$ cat src/rtl/kwi_pkg.sv
package kwi_pkg;
	// ********************************
	// Register map
	// ********************************
	localparam int KWI_ADDR_W = 8;
	localparam logic [7:0] KWI_MASK_OFS = 8'h86;
	localparam logic [7:0] KWI_AUX_OFS = 8'ha2;
	localparam logic [7:0] KWI_IRQ_STAT_OFS = 8'ha8;
	localparam logic [7:0] KWI_IRQ_MASK_OFS = 8'ha9;
	localparam logic [7:0] KWI_WAKE_OFS = 8'haa;
	// ********************************
	// Field positions and reset values
	// ********************************
	localparam int KWI_FLAG_BIT = 1;
	localparam int KWI_IEN_BIT = 7;
	localparam int KWI_PRIO_LSB = 0;
	localparam logic [7:0] KWI_MASK_RST = 8'h00;
	localparam logic [1:0] KWI_PRIO_RST = 2'h0;
	localparam int KWI_EV_FLAG = 0;
	localparam int KWI_EV_WAKE = 1;
	localparam int KWI_SYNC_STAGES = 2;
	typedef enum logic [1:0] {KWI_RUN, KWI_IDLE, KWI_PDOWN} kwi_pwr_t;
endpackage

$ cat src/rtl/kwi_sync.sv
`timescale 1ns/10ps
module kwi_sync #(
	parameter int WIDTH = 8
) (
	// Clock and reset
	input wire logic ref_clk,
	input wire logic rst,
	// Pins
	input wire logic [WIDTH-1:0] pin_in,
	output logic [WIDTH-1:0] pin_sync
);
	import kwi_pkg::*;
	typedef struct packed
	{
		logic [WIDTH-1:0] meta;
		logic [WIDTH-1:0] sync;
	} kwi_sync_st_t;
	kwi_sync_st_t s_q;
	kwi_sync_st_t s_d;
	always_comb
	begin
		s_d.meta = pin_in;
		s_d.sync = s_q.meta;
	end
	// Idle level high so reset never fakes a key press
	always_ff @(posedge ref_clk)
	begin
		if (rst)
			s_q <= '1;
		else
			s_q <= s_d;
	end
	assign pin_sync = s_q.sync;
endmodule

$ cat src/rtl/kwi_detect.sv
`timescale 1ns/10ps
module kwi_detect #(
	parameter int WIDTH = 8
) (
	// Pins and selection
	input wire logic [WIDTH-1:0] pin_sync,
	input wire logic [WIDTH-1:0] pin_mask,
	// Result
	output logic any_low
);
	logic [WIDTH-1:0] hit;
	genvar i;
	generate
		for (i = 0; i < WIDTH; i++)
		begin : g_pin
			// Any subset may be selected, from none to all
			assign hit[i] = pin_mask[i] & ~pin_sync[i];
		end
	endgenerate
	assign any_low = |hit;
endmodule

$ cat src/rtl/kwi_top.sv
`timescale 1ns/10ps
// Operation
// - Mask bit n set makes port pin n a keypad interrupt source.
// - Any combination of the eight pins, none to all, may be selected.
// - Flag sets whenever a selected pin is low while function active.
// - Flag raises interrupt request only when keypad interrupt enabled.
// - Flag stays set until software clears it; never cleared on entry.
// - Enabled keypad interrupt wakes the core from idle and power down.
// - Mask has no effect while the keypad interrupt enable is clear.
// - Power down wake needs enable and priority above current service.
module kwi_top #(
	parameter int NPINS = 8
) (
	// Clock and reset
	input wire logic ref_clk,
	input wire logic rst,
	// Register port
	input wire logic [kwi_pkg::KWI_ADDR_W-1:0] reg_addr,
	input wire logic [7:0] reg_wdata,
	input wire logic reg_wr,
	input wire logic reg_rd,
	output logic [7:0] reg_rdata,
	// Keypad pins
	input wire logic [NPINS-1:0] keypad_input_port,
	// Core power state and service level
	input wire kwi_pkg::kwi_pwr_t pwr_mode,
	input wire logic [1:0] active_prio,
	input wire logic in_service,
	// Outputs
	output logic kp_irq_req,
	output logic wake_req,
	output logic irq
);
	import kwi_pkg::*;

	// ********************************
	// State
	// ********************************
	typedef struct packed
	{
		logic [7:0] keypad_pin_enable_mask;
		logic keypad_event_flag;
		logic kp_ien;
		logic [1:0] kp_prio;
		logic [1:0] stat;
		logic [1:0] imask;
		logic wake;
		logic [7:0] rdata;
	} kwi_state_t;
	kwi_state_t s_q;
	kwi_state_t s_d;

	logic [NPINS-1:0] pin_sync;
	logic [7:0] mask_eff;
	logic any_low;
	logic flag_set;
	logic req;
	logic wake_now;
	logic sleeping;

	// ********************************
	// Pin path
	// ********************************
	kwi_sync #(.WIDTH(NPINS)) u_sync (
		.ref_clk(ref_clk),
		.rst(rst),
		.pin_in(keypad_input_port),
		.pin_sync(pin_sync)
	);

	// Mask is only effective while the keypad interrupt is enabled
	assign mask_eff = s_q.kp_ien ? s_q.keypad_pin_enable_mask : 8'h00;

	kwi_detect #(.WIDTH(NPINS)) u_det (
		.pin_sync(pin_sync),
		.pin_mask(mask_eff[NPINS-1:0]),
		.any_low(any_low)
	);

	assign flag_set = any_low;
	assign req = s_q.keypad_event_flag & s_q.kp_ien;
	assign sleeping = (pwr_mode == KWI_IDLE) || (pwr_mode == KWI_PDOWN);

	// Power down additionally requires the priority to beat any live service
	always_comb
	begin
		wake_now = 1'b0;
		unique case (pwr_mode)
			KWI_RUN: wake_now = 1'b0;
			KWI_IDLE: wake_now = req;
			KWI_PDOWN: wake_now = req && (!in_service || s_q.kp_prio > active_prio);
			default: wake_now = 1'b0;
		endcase
	end

	// ********************************
	// Next state
	// ********************************
	always_comb
	begin
		s_d = s_q;
		s_d.rdata = 8'h00;
		s_d.wake = wake_now;
		if (reg_wr)
		begin
			unique case (reg_addr)
				KWI_MASK_OFS: s_d.keypad_pin_enable_mask = reg_wdata;
				KWI_AUX_OFS:
				begin
					s_d.keypad_event_flag = reg_wdata[KWI_FLAG_BIT];
					s_d.kp_ien = reg_wdata[KWI_IEN_BIT];
				end
				KWI_IRQ_STAT_OFS: s_d.stat = s_q.stat & ~reg_wdata[1:0];
				KWI_IRQ_MASK_OFS: s_d.imask = reg_wdata[1:0];
				KWI_WAKE_OFS: s_d.kp_prio = reg_wdata[KWI_PRIO_LSB +: 2];
				default: s_d = s_d;
			endcase
		end
		// Set wins over a software clear; a held key re-sets the flag
		if (flag_set)
			s_d.keypad_event_flag = 1'b1;
		if (flag_set)
			s_d.stat[KWI_EV_FLAG] = 1'b1;
		if (wake_now && !s_q.wake)
			s_d.stat[KWI_EV_WAKE] = 1'b1;
		if (reg_rd)
		begin
			unique case (reg_addr)
				KWI_MASK_OFS: s_d.rdata = s_q.keypad_pin_enable_mask;
				KWI_AUX_OFS:
				begin
					s_d.rdata[KWI_FLAG_BIT] = s_q.keypad_event_flag;
					s_d.rdata[KWI_IEN_BIT] = s_q.kp_ien;
				end
				KWI_IRQ_STAT_OFS: s_d.rdata = {6'h00, s_q.stat};
				KWI_IRQ_MASK_OFS: s_d.rdata = {6'h00, s_q.imask};
				KWI_WAKE_OFS: s_d.rdata = {5'h00, sleeping, s_q.kp_prio};
				default: s_d.rdata = 8'h00;
			endcase
		end
	end

	always_ff @(posedge ref_clk)
	begin
		if (rst)
		begin
			s_q <= '0;
			s_q.keypad_pin_enable_mask <= KWI_MASK_RST;
			s_q.kp_prio <= KWI_PRIO_RST;
		end
		else
			s_q <= s_d;
	end

	assign reg_rdata = s_q.rdata;
	assign kp_irq_req = req;
	assign wake_req = wake_now;
	assign irq = |(s_q.stat & s_q.imask);

	// ********************************
	// Checks: pin path and event flag
	// ********************************
	pin_select_a: assert property (@(posedge ref_clk) disable iff (rst)
		s_q.kp_ien && |(s_q.keypad_pin_enable_mask[NPINS-1:0] & ~pin_sync)
		|-> any_low)
		else $error("selected low pin missed");

	select_only_a: assert property (@(posedge ref_clk) disable iff (rst)
		any_low
		|-> s_q.kp_ien && |(s_q.keypad_pin_enable_mask[NPINS-1:0] & ~pin_sync))
		else $error("event from an unselected pin");

	none_selected_a: assert property (@(posedge ref_clk) disable iff (rst)
		s_q.keypad_pin_enable_mask == 8'h00
		|-> !any_low)
		else $error("unselected pin raised event");

	mask_gate_a: assert property (@(posedge ref_clk) disable iff (rst)
		!s_q.kp_ien
		|-> !any_low)
		else $error("mask effective while disabled");

	sync_delay_a: assert property (@(posedge ref_clk) disable iff (rst)
		$fell(keypad_input_port[0])
		|=> pin_sync[0] ##1 !pin_sync[0])
		else $error("pin synchroniser delay wrong");

	resample_a: assert property (@(posedge ref_clk) disable iff (rst)
		$fell(keypad_input_port[NPINS-1]) ##1 (!keypad_input_port[NPINS-1] && !reg_wr
		&& s_q.kp_ien && s_q.keypad_pin_enable_mask[NPINS-1])
		|-> ##2 s_q.keypad_event_flag)
		else $error("synchronised low not caught");

	flag_sets_a: assert property (@(posedge ref_clk) disable iff (rst)
		any_low
		|=> s_q.keypad_event_flag)
		else $error("flag not set after selected pin low");

	flag_only_cause_a: assert property (@(posedge ref_clk) disable iff (rst)
		!s_q.keypad_event_flag && !any_low && !(reg_wr && reg_addr == KWI_AUX_OFS)
		|=> !s_q.keypad_event_flag)
		else $error("flag set with no selected low pin");

	flag_sticky_a: assert property (@(posedge ref_clk) disable iff (rst)
		s_q.keypad_event_flag && !(reg_wr && reg_addr == KWI_AUX_OFS)
		|=> s_q.keypad_event_flag)
		else $error("flag cleared without software");

	flag_clear_a: assert property (@(posedge ref_clk) disable iff (rst)
		reg_wr && reg_addr == KWI_AUX_OFS && !reg_wdata[KWI_FLAG_BIT] && !any_low
		|=> !s_q.keypad_event_flag)
		else $error("software clear of flag lost");

	flag_write_set_a: assert property (@(posedge ref_clk) disable iff (rst)
		reg_wr && reg_addr == KWI_AUX_OFS && reg_wdata[KWI_FLAG_BIT]
		|=> s_q.keypad_event_flag)
		else $error("software set of flag lost");

	set_beats_clear_a: assert property (@(posedge ref_clk) disable iff (rst)
		any_low && reg_wr && reg_addr == KWI_AUX_OFS
		|=> s_q.keypad_event_flag)
		else $error("clear beat a held key");

	// ********************************
	// Checks: register port
	// ********************************
	reset_values_a: assert property (@(posedge ref_clk)
		rst
		|=> s_q.keypad_pin_enable_mask == KWI_MASK_RST && s_q.kp_prio == KWI_PRIO_RST)
		else $error("register not at reset value");

	reset_outputs_a: assert property (@(posedge ref_clk)
		rst
		|=> !kp_irq_req && !wake_req && !irq && reg_rdata == 8'h00)
		else $error("output active after reset");

	mask_write_a: assert property (@(posedge ref_clk) disable iff (rst)
		reg_wr && reg_addr == KWI_MASK_OFS
		|=> s_q.keypad_pin_enable_mask == $past(reg_wdata))
		else $error("pin enable mask write lost");

	mask_hold_a: assert property (@(posedge ref_clk) disable iff (rst)
		!(reg_wr && reg_addr == KWI_MASK_OFS)
		|=> $stable(s_q.keypad_pin_enable_mask))
		else $error("pin enable mask changed unasked");

	ien_write_a: assert property (@(posedge ref_clk) disable iff (rst)
		reg_wr && reg_addr == KWI_AUX_OFS
		|=> s_q.kp_ien == $past(reg_wdata[KWI_IEN_BIT]))
		else $error("keypad interrupt enable write lost");

	prio_write_a: assert property (@(posedge ref_clk) disable iff (rst)
		reg_wr && reg_addr == KWI_WAKE_OFS
		|=> s_q.kp_prio == $past(reg_wdata[KWI_PRIO_LSB +: 2]))
		else $error("wake priority write lost");

	mask_read_a: assert property (@(posedge ref_clk) disable iff (rst)
		reg_rd && reg_addr == KWI_MASK_OFS
		|=> reg_rdata == $past(s_q.keypad_pin_enable_mask))
		else $error("pin enable mask read wrong");

	flag_read_a: assert property (@(posedge ref_clk) disable iff (rst)
		reg_rd && reg_addr == KWI_AUX_OFS
		|=> reg_rdata[KWI_FLAG_BIT] == $past(s_q.keypad_event_flag))
		else $error("flag read wrong");

	rdata_idle_a: assert property (@(posedge ref_clk) disable iff (rst)
		!reg_rd
		|=> reg_rdata == 8'h00)
		else $error("read data outside read cycle");

	// ********************************
	// Checks: status and interrupt
	// ********************************
	req_gate_a: assert property (@(posedge ref_clk) disable iff (rst)
		reg_wr && reg_addr == KWI_AUX_OFS && !reg_wdata[KWI_IEN_BIT]
		|=> !kp_irq_req)
		else $error("request without enable");

	stat_flag_set_a: assert property (@(posedge ref_clk) disable iff (rst)
		any_low
		|=> s_q.stat[KWI_EV_FLAG])
		else $error("flag event not in status");

	stat_w1c_a: assert property (@(posedge ref_clk) disable iff (rst)
		reg_wr && reg_addr == KWI_IRQ_STAT_OFS && reg_wdata[KWI_EV_FLAG] && !any_low
		|=> !s_q.stat[KWI_EV_FLAG])
		else $error("status flag event not cleared");

	stat_sticky_a: assert property (@(posedge ref_clk) disable iff (rst)
		s_q.stat[KWI_EV_FLAG] && !(reg_wr && reg_addr == KWI_IRQ_STAT_OFS)
		|=> s_q.stat[KWI_EV_FLAG])
		else $error("status flag event lost");

	wake_stat_a: assert property (@(posedge ref_clk) disable iff (rst)
		wake_req && !s_q.wake
		|=> s_q.stat[KWI_EV_WAKE])
		else $error("wake event not in status");

	wake_stat_hold_a: assert property (@(posedge ref_clk) disable iff (rst)
		s_q.stat[KWI_EV_WAKE] && !(reg_wr && reg_addr == KWI_IRQ_STAT_OFS)
		|=> s_q.stat[KWI_EV_WAKE])
		else $error("status wake event lost");

	irq_level_a: assert property (@(posedge ref_clk) disable iff (rst)
		reg_wr && reg_addr == KWI_IRQ_MASK_OFS && reg_wdata[1:0] == 2'h0
		|=> !irq)
		else $error("interrupt with all sources masked");

	irq_unmasked_a: assert property (@(posedge ref_clk) disable iff (rst)
		any_low && s_q.imask[KWI_EV_FLAG] && !(reg_wr && reg_addr == KWI_IRQ_MASK_OFS)
		|=> irq)
		else $error("unmasked flag event gave no interrupt");

	// ********************************
	// Checks: wake-up
	// ********************************
	idle_wake_a: assert property (@(posedge ref_clk) disable iff (rst)
		pwr_mode == KWI_IDLE && kp_irq_req
		|-> wake_req)
		else $error("idle wake missing");

	run_no_wake_a: assert property (@(posedge ref_clk) disable iff (rst)
		pwr_mode == KWI_RUN
		|-> !wake_req)
		else $error("wake request while running");

	no_req_no_wake_a: assert property (@(posedge ref_clk) disable iff (rst)
		!kp_irq_req
		|-> !wake_req)
		else $error("wake without an enabled request");

	pdown_prio_a: assert property (@(posedge ref_clk) disable iff (rst)
		pwr_mode == KWI_PDOWN && in_service && s_q.kp_prio <= active_prio
		|-> !wake_req)
		else $error("power down wake with low priority");

	pdown_free_a: assert property (@(posedge ref_clk) disable iff (rst)
		pwr_mode == KWI_PDOWN && kp_irq_req && !in_service
		|-> wake_req)
		else $error("power down wake missing");

	pdown_high_a: assert property (@(posedge ref_clk) disable iff (rst)
		pwr_mode == KWI_PDOWN && kp_irq_req && s_q.kp_prio > active_prio
		|-> wake_req)
		else $error("power down wake with high priority missing");

endmodule

$ cat config.mk
export PLATFORM = sky130hd
export DESIGN_NAME = kwi_top
export DESIGN_NICKNAME = d
export VERILOG_FILES = /design/src/rtl/kwi_pkg.sv /design/src/rtl/kwi_sync.sv /design/src/rtl/kwi_detect.sv /design/src/rtl/kwi_top.sv
export SDC_FILE = /design/constraint.sdc
export NUM_CORES = 1
export LEC_CHECK = 0
export BUFFER_PORTS_ARGS = -buffer_cell sky130_fd_sc_hd__buf_2
export CAP_MARGIN = 0
export CORE_MARGIN = 2
export CORE_UTILIZATION = 52
export CTS_CLUSTER_DIAMETER = 80
export CTS_CLUSTER_SIZE = 8
export DETAILED_ROUTE_END_ITERATION = 10
export GPL_TIMING_DRIVEN = 0
export PLACE_DENSITY_LB_ADDON = 0.1
export SYNTH_ARGS = -nofsm -noshare
export SYNTH_HDL_FRONTEND = slang
export SYNTH_HIERARCHICAL = 1
export SYNTH_SLANG_ARGS = --single-unit
$ cat constraint.sdc
create_clock -name ref_clk -period 1.8 [get_ports ref_clk]
set_input_delay 0.09 -clock ref_clk [delete_from_list [all_inputs] [get_ports ref_clk]]
set_output_delay 0.09 -clock ref_clk [all_outputs]
set_load 0.005 [all_outputs]
# Word-level counts from Yosys, hierarchy flattened
# Index checks and enable logic that the tools add are counted.
# Widths: inputs -> output; s select.
dict set report op_classes {
  reduce_logical 20
  div 0
  muxes 15
  magnitude_cmp 1
  multipliers 0
  eq_ne 7
  bitwise_logic 20
  n_shift 0
  add_sub_neg 0
}
# operator n
set op_table {}
lappend op_table {{$eq 8x8->1 const B} 5}
lappend op_table {{$mux 17} 1}
lappend op_table {{$mux 8} 2}
lappend op_table {{$pmux 5 s3} 1}
lappend op_table {{$reduce_and 2->1} 7}
lappend op_table {{$pmux 1 s5} 2}
lappend op_table {{$reduce_bool 2->1} 5}
lappend op_table {{$and 1x1->1} 9}
lappend op_table {{$mux 2} 4}
lappend op_table {{$not 1->1} 8}
lappend op_table {{$reduce_or 8->1} 1}
lappend op_table {{$and 2x2->2} 2}
lappend op_table {{$pmux 1 s2} 2}
lappend op_table {{$mux 1} 3}
lappend op_table {{$eq 2x1->1 const B} 1}
lappend op_table {{$eq 2x2->1 const B} 1}
lappend op_table {{$gt 2x2->1} 1}
lappend op_table {{$logic_and 1x1->1} 2}
lappend op_table {{$logic_not 1->1} 2}
lappend op_table {{$logic_or 1x1->1} 2}
lappend op_table {{$not 2->2} 1}
lappend op_table {{$reduce_or 2->1} 1}
dict set report totals {
  ramBits 0
  mem_count 0
  romBits 0
  register_bits 41
  latchBits 0
  word_cells 74
  in_bits 33
}

# Longest topological paths before layout
# Gate-level depths: netlist (run 1).
dict set report logic_depth {
  depth_word 7
  depth_mapped 7
  ltp_nobuf 6
}

# Cells and area by module
# The synthesis (run 1) kept the hierarchy.
# mod n_inst area_each_um2 cells_each
set modules_own_cells {}
lappend modules_own_cells {kwi_top 1 1312.5 149}
lappend modules_own_cells {kwi_sync 1 431.7 33}
lappend modules_own_cells {kwi_detect 1 62.6 13}

# Worst setup path after synthesis (run 1)
# Ideal clock, no wire load.
dict set report synth_timing {
  kind {flip-flop to flip-flop}
  startpoint {register s_q[15] (netlist name)}
  endpoint {register s_q[11] (netlist name)}
  setup_ps 136
  stages_incl_launch_ff 8
  t_required_ps 1664
  arrival_ps 1379
  slack_ps 285
  synth_period_minus_slack_ps 1515
  cell_sequence {dfxtp_1 -> clkbuf_1 -> and2_1 -> inv_1 -> o22ai_1 -> or4_1 -> inv_1 -> a311oi_1}
}
dict set report synth_between {
  elab_chain_len 5
  elab_cells_between_ends 14
}
# element line
set synth_rtl {}
lappend synth_rtl {{start: declaration} kwi_top.sv:50} ;# kwi_state_t s_q;
lappend synth_rtl {{$mux 8 (*)} kwi_top.sv:72} ;# assign mask_eff = s_q.kp_ien ? s_q.keypad_pin_enable_mask : 8'h00;
lappend synth_rtl {{net mask_eff[2]} kwi_top.sv:54} ;# logic [7:0] mask_eff;
lappend synth_rtl {{$and 1x1->1 (*)} kwi_detect.sv:17} ;# assign hit[i] = pin_mask[i] & ~pin_sync[i];
lappend synth_rtl {{$reduce_or 8->1 (*)} kwi_detect.sv:20} ;# assign any_low = |hit;
lappend synth_rtl {{net any_low} kwi_top.sv:55} ;# logic any_low;
lappend synth_rtl {{$reduce_bool 2->1 (no line)} --}
lappend synth_rtl {{$reduce_and 2->1 (no line)} --}
# Mark *: on every way through the listed nets, which the timed path passes. The rest lies on a longest branch.
# A chain may end at the register's enable or synchronous reset.

# Worst setup path after layout (run 1)
dict set report layout_timing {
  startpoint {register s_q[14] (netlist name)}
  endpoint {output wake_req}
}
dict set report layout_between {
  elab_chain_len 4
}
# element line
set layout_rtl {}
lappend layout_rtl {{$gt 2x2->1} kwi_top.sv:91} ;# KWI_PDOWN: wake_now = req && (!in_service || s_q.kp_prio > active_prio);
lappend layout_rtl {{$logic_or 1x1->1} kwi_top.sv:91}
lappend layout_rtl {{$logic_and 1x1->1} kwi_top.sv:91}
lappend layout_rtl {{$pmux 1 s2} kwi_top.sv:88} ;# unique case (pwr_mode)
lappend layout_rtl {{end: declaration} kwi_top.sv:31} ;# output logic wake_req,
# Every way passes these cells.

==> results.md, run 1 <==
- Core box area: 3340 um2
- Fmax: 0.592 GHz
- Fraction of layout cells with a size suffix above 1: 0.288
- Final Cycle Share: 0.939
- Post-Syn Area per Cell: 9.27 um2
- # Max-Cap Violations: 0
- Largest net degree at the start of global routing: 13
- FF-to-FF End: s_q[11]
- Share of the synthesized area in the top cell type: 0.454
- CTS sink cnt: 41
- Grt ovf: 0
- Final Net Count: approximately 290
- Post-Syn Area: 1810 um2
- CTS root buffer: clkbuf_4
- Initial antenna violation count: 0
- # rows: 21
- RSZ-0062 raised after global routing: false
- R2r setup slk: 0.19 ns
- Routed wire length: 3670 um
- Final setup margin: 0.110 ns
- Final slew viol count: 0
- CTS max path bufs: 2
- RePlAce Congestion: 0.793
- Antenna viol nets, final: 0
- DP Cell Count: 283
- Status: completed
- Post-synthesis cell type count: 39
- Setup CP Type: reg2out
- Critical path endpoint category: output pin
- Setup violations, final: 0
- Io pins: 44
- Initial DRC Count: 72
- DR WL met3: 226 um
- Clock transition at the registers of the reported paths: 0.12 ns
- DP HPWL: between 2000 and 3000 um
- Vias per cell: ~5
- Hold Crit Endpoint: s_q[15]
- Worst endpoint required time: between 1.5 and 2 ns
- Clock Latency Late Sink: 0.34 ns
- Non-filler cells, final: 303
- Post-DR wirelength/cell: 12.1 um
- # diodes: 0
- Critical R2R Launch: s_q[15]
- Setup TNS: 0 ns
- H-tree Lvls: 2
- Synth Warn #: 6
- Finished Cell Area: 2310 um2
- Synth Register Bits: 41
- Hold Fails Final Rpt: 0
- Initial Util: 0.541
- DR DRC count: 0
- Die width: 62.9 um
- DR WL met2: 1770 um
- Reg2reg path depth: 6
- Top layer used by detailed routing: met4
- Rel. slew slack: 0.659
- Worst-Margin Slew: 0.504 ns
- CTS Buf Count: 5
- Fill cells: between 200 and 300
- Critical path data arrival time: 1.60 ns
- Die Area: 3960 um2
- Global-route wire length before repair: between 6000 and 7000 um
- Cell Area, Placed: about 2100 um2
- Period minus WS final: 1.69 ns
- Power Dens Cells: 667 nW/um2
- Hold/Removal Path Class: in2reg
- DRT met1 WL: around 1600 um
- IO Port Bufs: 42
- FF/Latch Area: 823 um2
- Lkg Pwr: about 0.96 nW
- Peak supply drop: 0.000587 V
- Multi-input logic area: approximately 850 um2
- Hold path startpoint: reg_wdata[7]
- TritonCTS clock tree: built
- Hold Path Depth: 3
- Overall routing resource usage: 0.209
- Vias: roughly 1500
- Main area contributors after synthesis: dfxtp_1, or2_1, and2_1, inv_1, nand3_1
- Post-CTS Setup Bufs: 0
- Net Count, Synth: 232
- Vias in the first global route: 1430
- Pre-Repair DR Iteration Count: 4
- Maximum fanout along the worst path: 3
- Die H: 62.9 um
- Pwr Total: 1.54 mW
- Worst Skew: 0.00736 ns
- Largest area contributor in the netlist: dfxtp_1
- Area growth syn-to-layout: 27.8%
- Worst slack, placed: 0.123 ns
- CP startpoint kind: register
- Gate Count Post-Synth: 195
- Sequential-to-total area share from yosys stat: 0.454
## cells by family after synthesis
logic type	share of synthesized area
and+or+nand+nor	0.276
DFF	0.454
buffers and inverters	0.0976
AOI/OAI and AO/OA	0.116
muxes	0.0277
adders and majority gates	0.0277
## sequential cells by signal, summed over array words and instances (netlist names)
register	count
u_sync/s_d	8
s_q	17
u_sync/pin_sync	8
reg_rdata	8
## worst max-delay path, cell delays in order (launching register included)
cell and delay [ns]:
dfxtp_2 0.37, ha_4 0.27, nor2b_4 0.13, a2bb2oi_2 0.14
o22ai_2 0.10, nor3_2 0.11, buf_2 0.13
## stage by stage
| step | hold slack, ns | util |
|---|---|---|
| after floorplan | 0.187 | - |
| after global placement | 0.266 | 0.622 |
| after detailed placement | 0.269 | 0.622 |
| after CTS | 0.00904 | 0.685 |
| after global routing | 0.00423 | 0.692 |
| final | 0.0229 | 0.692 |
## worst max path at each step
stage,depth (start not counted),endpoint,slack (ns),from
floorplan,7,s_q[11],0.28,s_q[15]
global placement,7,s_q[11],0.13,s_q[15]
detailed placement,7,s_q[11],0.12,s_q[15]
CTS,6,wake_req,0.01,s_q[14]
global route,6,wake_req,0.003,s_q[14]
finish,6,wake_req,0.11,s_q[14]
## where the power goes
| part | switching (mW) | internal (mW) |
|---|---|---|
| Combinational | 0.0665 | 0.0793 |
| Clock | 0.285 | 0.183 |
| Sequential | 0.00354 | 0.924 |
## area by class of cell
| class | instances | area share |
|---|---|---|
| buffer | 14 | 0.0455 |
| clock buffer | 6 | 0.0222 |
| clock inverter | 1 | 0.00325 |
| inverter | 18 | 0.0293 |
| multi-input combinational | 121 | 0.367 |
| sequential | 41 | 0.356 |
| tap | 46 | 0.0249 |
| timing repair buffer | 56 | 0.152 |
## synth_stat cells (all sizes together)
library cell	count
a222oi	1
inv	18
ha	4
a22o	2
a221oi	1
nand4bb	1
nor2	7
o22ai	5
dfxtp	41
nor4b	1
mux2i	5
nor3b	1
nor4bb	2
a211o	1
nand2	14
or4	2
buf	11
nand3	13
or3b	1
nor3	3
nor4	2
and4bb	1
a2bb2oi	1
o21ai	4
nand2b	2
a211oi	2
a21oi	11
a311oi	1
and2	14
a22oi	2
clkbuf	4
nor2b	1
or2	16
## per-layer routing
layer / up-vias / track usage
met5: - / 0
met4: 0 / 0.0861
met3: 9 / 0.0667
met2: 54 / 0.339
met1: 680 / 0.256
li1: 773 / -
## placed cells by master (no fill, tap or decap), drive strengths merged, types with 3 or more instances in the layout
cell type	n
mux2i	5
o22ai	5
o21ai	4
or2	16
a21oi	11
ha	4
and2	14
dlygate4sd3	14
nor3	3
dfxtp	41
buf	53
clkbuf	9
nor2	7
inv	18
nand2	14
nand3	13
## timing repair
action / CTS / global route
setup endpoints to repair: 1 / 2
gates resized for setup: 3 / 5
endpoints found under the hold margin: 14 / 0
gates cloned: 0 / 0
hold buffers: 14 / 0
Note: power is estimated with default switching activity, not from simulation.
==> run 2, diff against run 1 <==
--- a/config.mk
+++ b/config.mk
@@ -8,7 +8,7 @@
 export BUFFER_PORTS_ARGS = -buffer_cell sky130_fd_sc_hd__buf_2
 export CAP_MARGIN = 0
 export CORE_MARGIN = 2
-export CORE_UTILIZATION = 52
+export CORE_UTILIZATION = 47
 export CTS_CLUSTER_DIAMETER = 80
 export CTS_CLUSTER_SIZE = 8
 export DETAILED_ROUTE_END_ITERATION = 10
==> constraint.sdc (replaced) <==
create_clock -name ref_clk -period 1.38 [get_ports ref_clk]
set_input_delay 0.069 -clock ref_clk [delete_from_list [all_inputs] [get_ports ref_clk]]
set_output_delay 0.069 -clock ref_clk [all_outputs]
set_load 0.005 [all_outputs]
==> results.md, run 2 (same netlist as run 1, synthesis figures left out) <==
- Setup violations, final: 3 (was 0)
- Register name with the most flops: s_q (unchanged)
- Vias in the first global route: 1350 (was 1430)
- Fmax: 0.619 GHz
- Critical path data arrival time: 1.55 ns (was 1.60 ns)
- # Max-Cap Violations: 0 (unchanged)
- CP startpoint kind: register (unchanged)
- Die width: 66 um (was 62.9 um)
- FF-to-FF End: s_q[11] (unchanged)
- Worst Setup EP: wake_req (unchanged)
- Final Net Count: 291 (was 294)
- Failing checks: negative setup slack
- Lkg Pwr: 0.980 nW (was 0.959 nW)
- Power Dens Cells: 929 nW/um2 (was 667 nW/um2)
- Maximum fanout along the worst path: 3 (unchanged)
- # rows: 22 (was 21)
- Area growth syn-to-layout: 29.9% (was 27.8%)
- CTS Buf Count: 5 (unchanged)
- Status: finished, violations left (was completed)
- TritonCTS clock tree: built (unchanged)
- Global-route wire length before repair: 5800 um (was 6350 um)
- Initial DRC Count: 52 (was 72)
- RePlAce Congestion: 0.782 (was 0.793)
- CTS root buffer: clkbuf_8 (was clkbuf_4)
- Pre-Repair DR Iteration Count: 4 (unchanged)
- Critical R2R Launch: s_q[15] (unchanged)
- Max reg flops: 17 (unchanged)
- Clock Latency Late Sink: 0.28 ns (was 0.34 ns)
- Fraction of layout cells with a size suffix above 1: 0.357 (was 0.288)
- Critical path endpoint category: output pin (unchanged)
- H-tree Lvls: 2 (unchanged)
- Core box area: 3690 um2 (was 3340 um2)
- Rel. slew slack: 0.661 (was 0.659)
- Switching portion of total power: 0.221 (was 0.230)
- Largest net degree at the start of global routing: 14 (was 13)
- Routed wire length: 3500 um (was 3670 um)
- CTS max path bufs: 2 (unchanged)
- Hold/Removal Path Class: in2reg (unchanged)
- Pint: 1.70 mW (was 1.19 mW)
- Vias per cell: 4.91 (was 5.00)
- Worst slack, placed: -0.194 ns (was 0.123 ns)
- Io pins: 44 (unchanged)
- Comb pwr share: 0.080 (was 0.095)
- Worst Skew: 0.00311 ns (was 0.00736 ns)
- Hold Fails Final Rpt: 0 (unchanged)
- Commonest non-fill, non-tap cell in the layout: buf_2 (unchanged)
- # diodes: 0 (unchanged)
- Worst-Margin Slew: 0.501 ns (was 0.504 ns)
- Die H: 66 um (was 62.9 um)
- Final setup margin: -0.236 ns (was 0.110 ns)
- P_sw: 0.481 mW (was 0.355 mW)
- Grt ovf: 0 (unchanged)
- CTS sink cnt: 41 (unchanged)
- Overall routing resource usage: 0.176 (was 0.209)
- Worst endpoint required time: 1.31 ns (was 1.71 ns)
- Setup TNS: -0.419 ns (was 0 ns)
- Die Area: 4360 um2 (was 3960 um2)
- RSZ-0062 raised after global routing: true (was false)
- Reg2reg path depth: 7 (was 6)
- Period minus WS final: 1.62 ns
- Post-DR wirelength/cell: 11.6 um (was 12.1 um)
- Final Cycle Share: 1.17
- Beginning of the critical path: s_q[14] (unchanged)
- Final slew viol count: 0 (unchanged)
- Most frequent cells in the layout: buf_2, dfxtp_1, or2_1 (was buf_2, dfxtp_1, inv_1)
- Vias: 1488 (was 1516)
- IO Port Bufs: 42 (unchanged)
- Initial Util: 0.490 (was 0.541)
- Fill cells: 351 (was 291)
- Peak supply drop: 0.000701 V (was 0.000587 V)
- DR DRC count: 0 (unchanged)
- Setup CP Type: reg2out (unchanged)
- Clock transition at the registers of the reported paths: 0.08 ns (was 0.12 ns)
- Initial antenna violation count: 0 (unchanged)
- Clk pwr share: 0.366 (was 0.304)
- Seq pwr share: 0.554 (was 0.602)
- Antenna viol nets, final: 0 (unchanged)
- DP HPWL: 2490 um (was 2540 um)
- R2r setup slk: -0.11 ns (was 0.19 ns)
[run 2: cell types whose count changed in the layout (fill, tap and decap cells not counted), sizes merged]
cell	change
clkinv	+2
buf	+3
clkinvlp	-1
dlygate4sd3	-6
[run 2: metal layers]
layer / global-route usage / wire, um
met4: 0.0765 / 27
met1: 0.219 / 1630
met3: 0.0477 / 179
met5: 0 / 0
met2: 0.285 / 1660
[run 2: worst max-delay path: stages (launching register included)]
cell,delay (ns)
dfxtp_2,0.35
ha_4,0.27
nor2b_4,0.13
a2bb2oi_2,0.14
o22ai_2,0.10
nor3_1,0.12
buf_2,0.14
[run 2: area by class of cell]
type | instances | area, um2 | area share
Multi-Input combinational cell | 121 | 875 | 0.373
Clock inverter | 2 | 13.8 | 0.00586
Clock buffer | 6 | 82.6 | 0.0352
Timing Repair Buffer | 53 | 317 | 0.135
Buffer | 14 | 105 | 0.0448
Inverter | 18 | 67.6 | 0.0288
Sequential cell | 41 | 827 | 0.352
Tap cell | 48 | 60.1 | 0.0256
[run 2: through the flow]
| step | hold WS (ns) | cells | utilization | total power [mW] | instance area, um2 |
|---|---|---|---|---|---|
| 2_1_floorplan | 0.166 | 195 | - | 1.31 | 1820 |
| 3_5_place_dp | 0.247 | 285 | 0.566 | 1.38 | 2090 |
| 3_3_place_gp | 0.246 | 285 | 0.566 | 1.38 | 2090 |
| 4_1_cts | 0.0227 | 302 | 0.631 | 2.20 | 2330 |
| 6_report | 0.0236 | 303 | 0.636 | 2.18 | 2350 |
| 5_1_grt | 0.0162 | 303 | 0.636 | 2.28 | 2350 |
[run 2: how the worst min path moves through the flow]
stage / from / to / slack (ns) / cells past startpoint
detailed placement: keypad_input_port[2] / u_sync/s_d[2] / 0.25 / 2
CTS: reg_wdata[3] / s_q[20] / 0.02 / 3
global placement: keypad_input_port[7] / u_sync/s_d[7] / 0.25 / 2
global route: reg_wdata[3] / s_q[20] / 0.02 / 3
finish: reg_wdata[3] / s_q[20] / 0.02 / 3
floorplan: keypad_input_port[0] / u_sync/s_d[0] / 0.17 / 1
[run 2: power by group through the flow]
stage / logic (mW) / clock network (mW) / registers, mW
5_1_grt: 0.193 / 0.879 / 1.21
2_1_floorplan: 0.0742 / 0 / 1.24
4_1_cts: 0.173 / 0.816 / 1.21
3_5_place_dp: 0.146 / 0 / 1.24
6_report: 0.174 / 0.799 / 1.21
3_3_place_gp: 0.145 / 0 / 1.24
[run 2: repair_timing]
| action | 4_1_cts | 5_1_grt |
|---|---|---|
| hold buffers | 8 | 0 |
| endpoints found under the hold margin | 8 | 0 |
| endpoints found under the setup margin | 3 | 3 |
| pin swaps | 5 | 0 |
| buffers inserted | 2 | 1 |
| resized for setup | 18 | 5 |
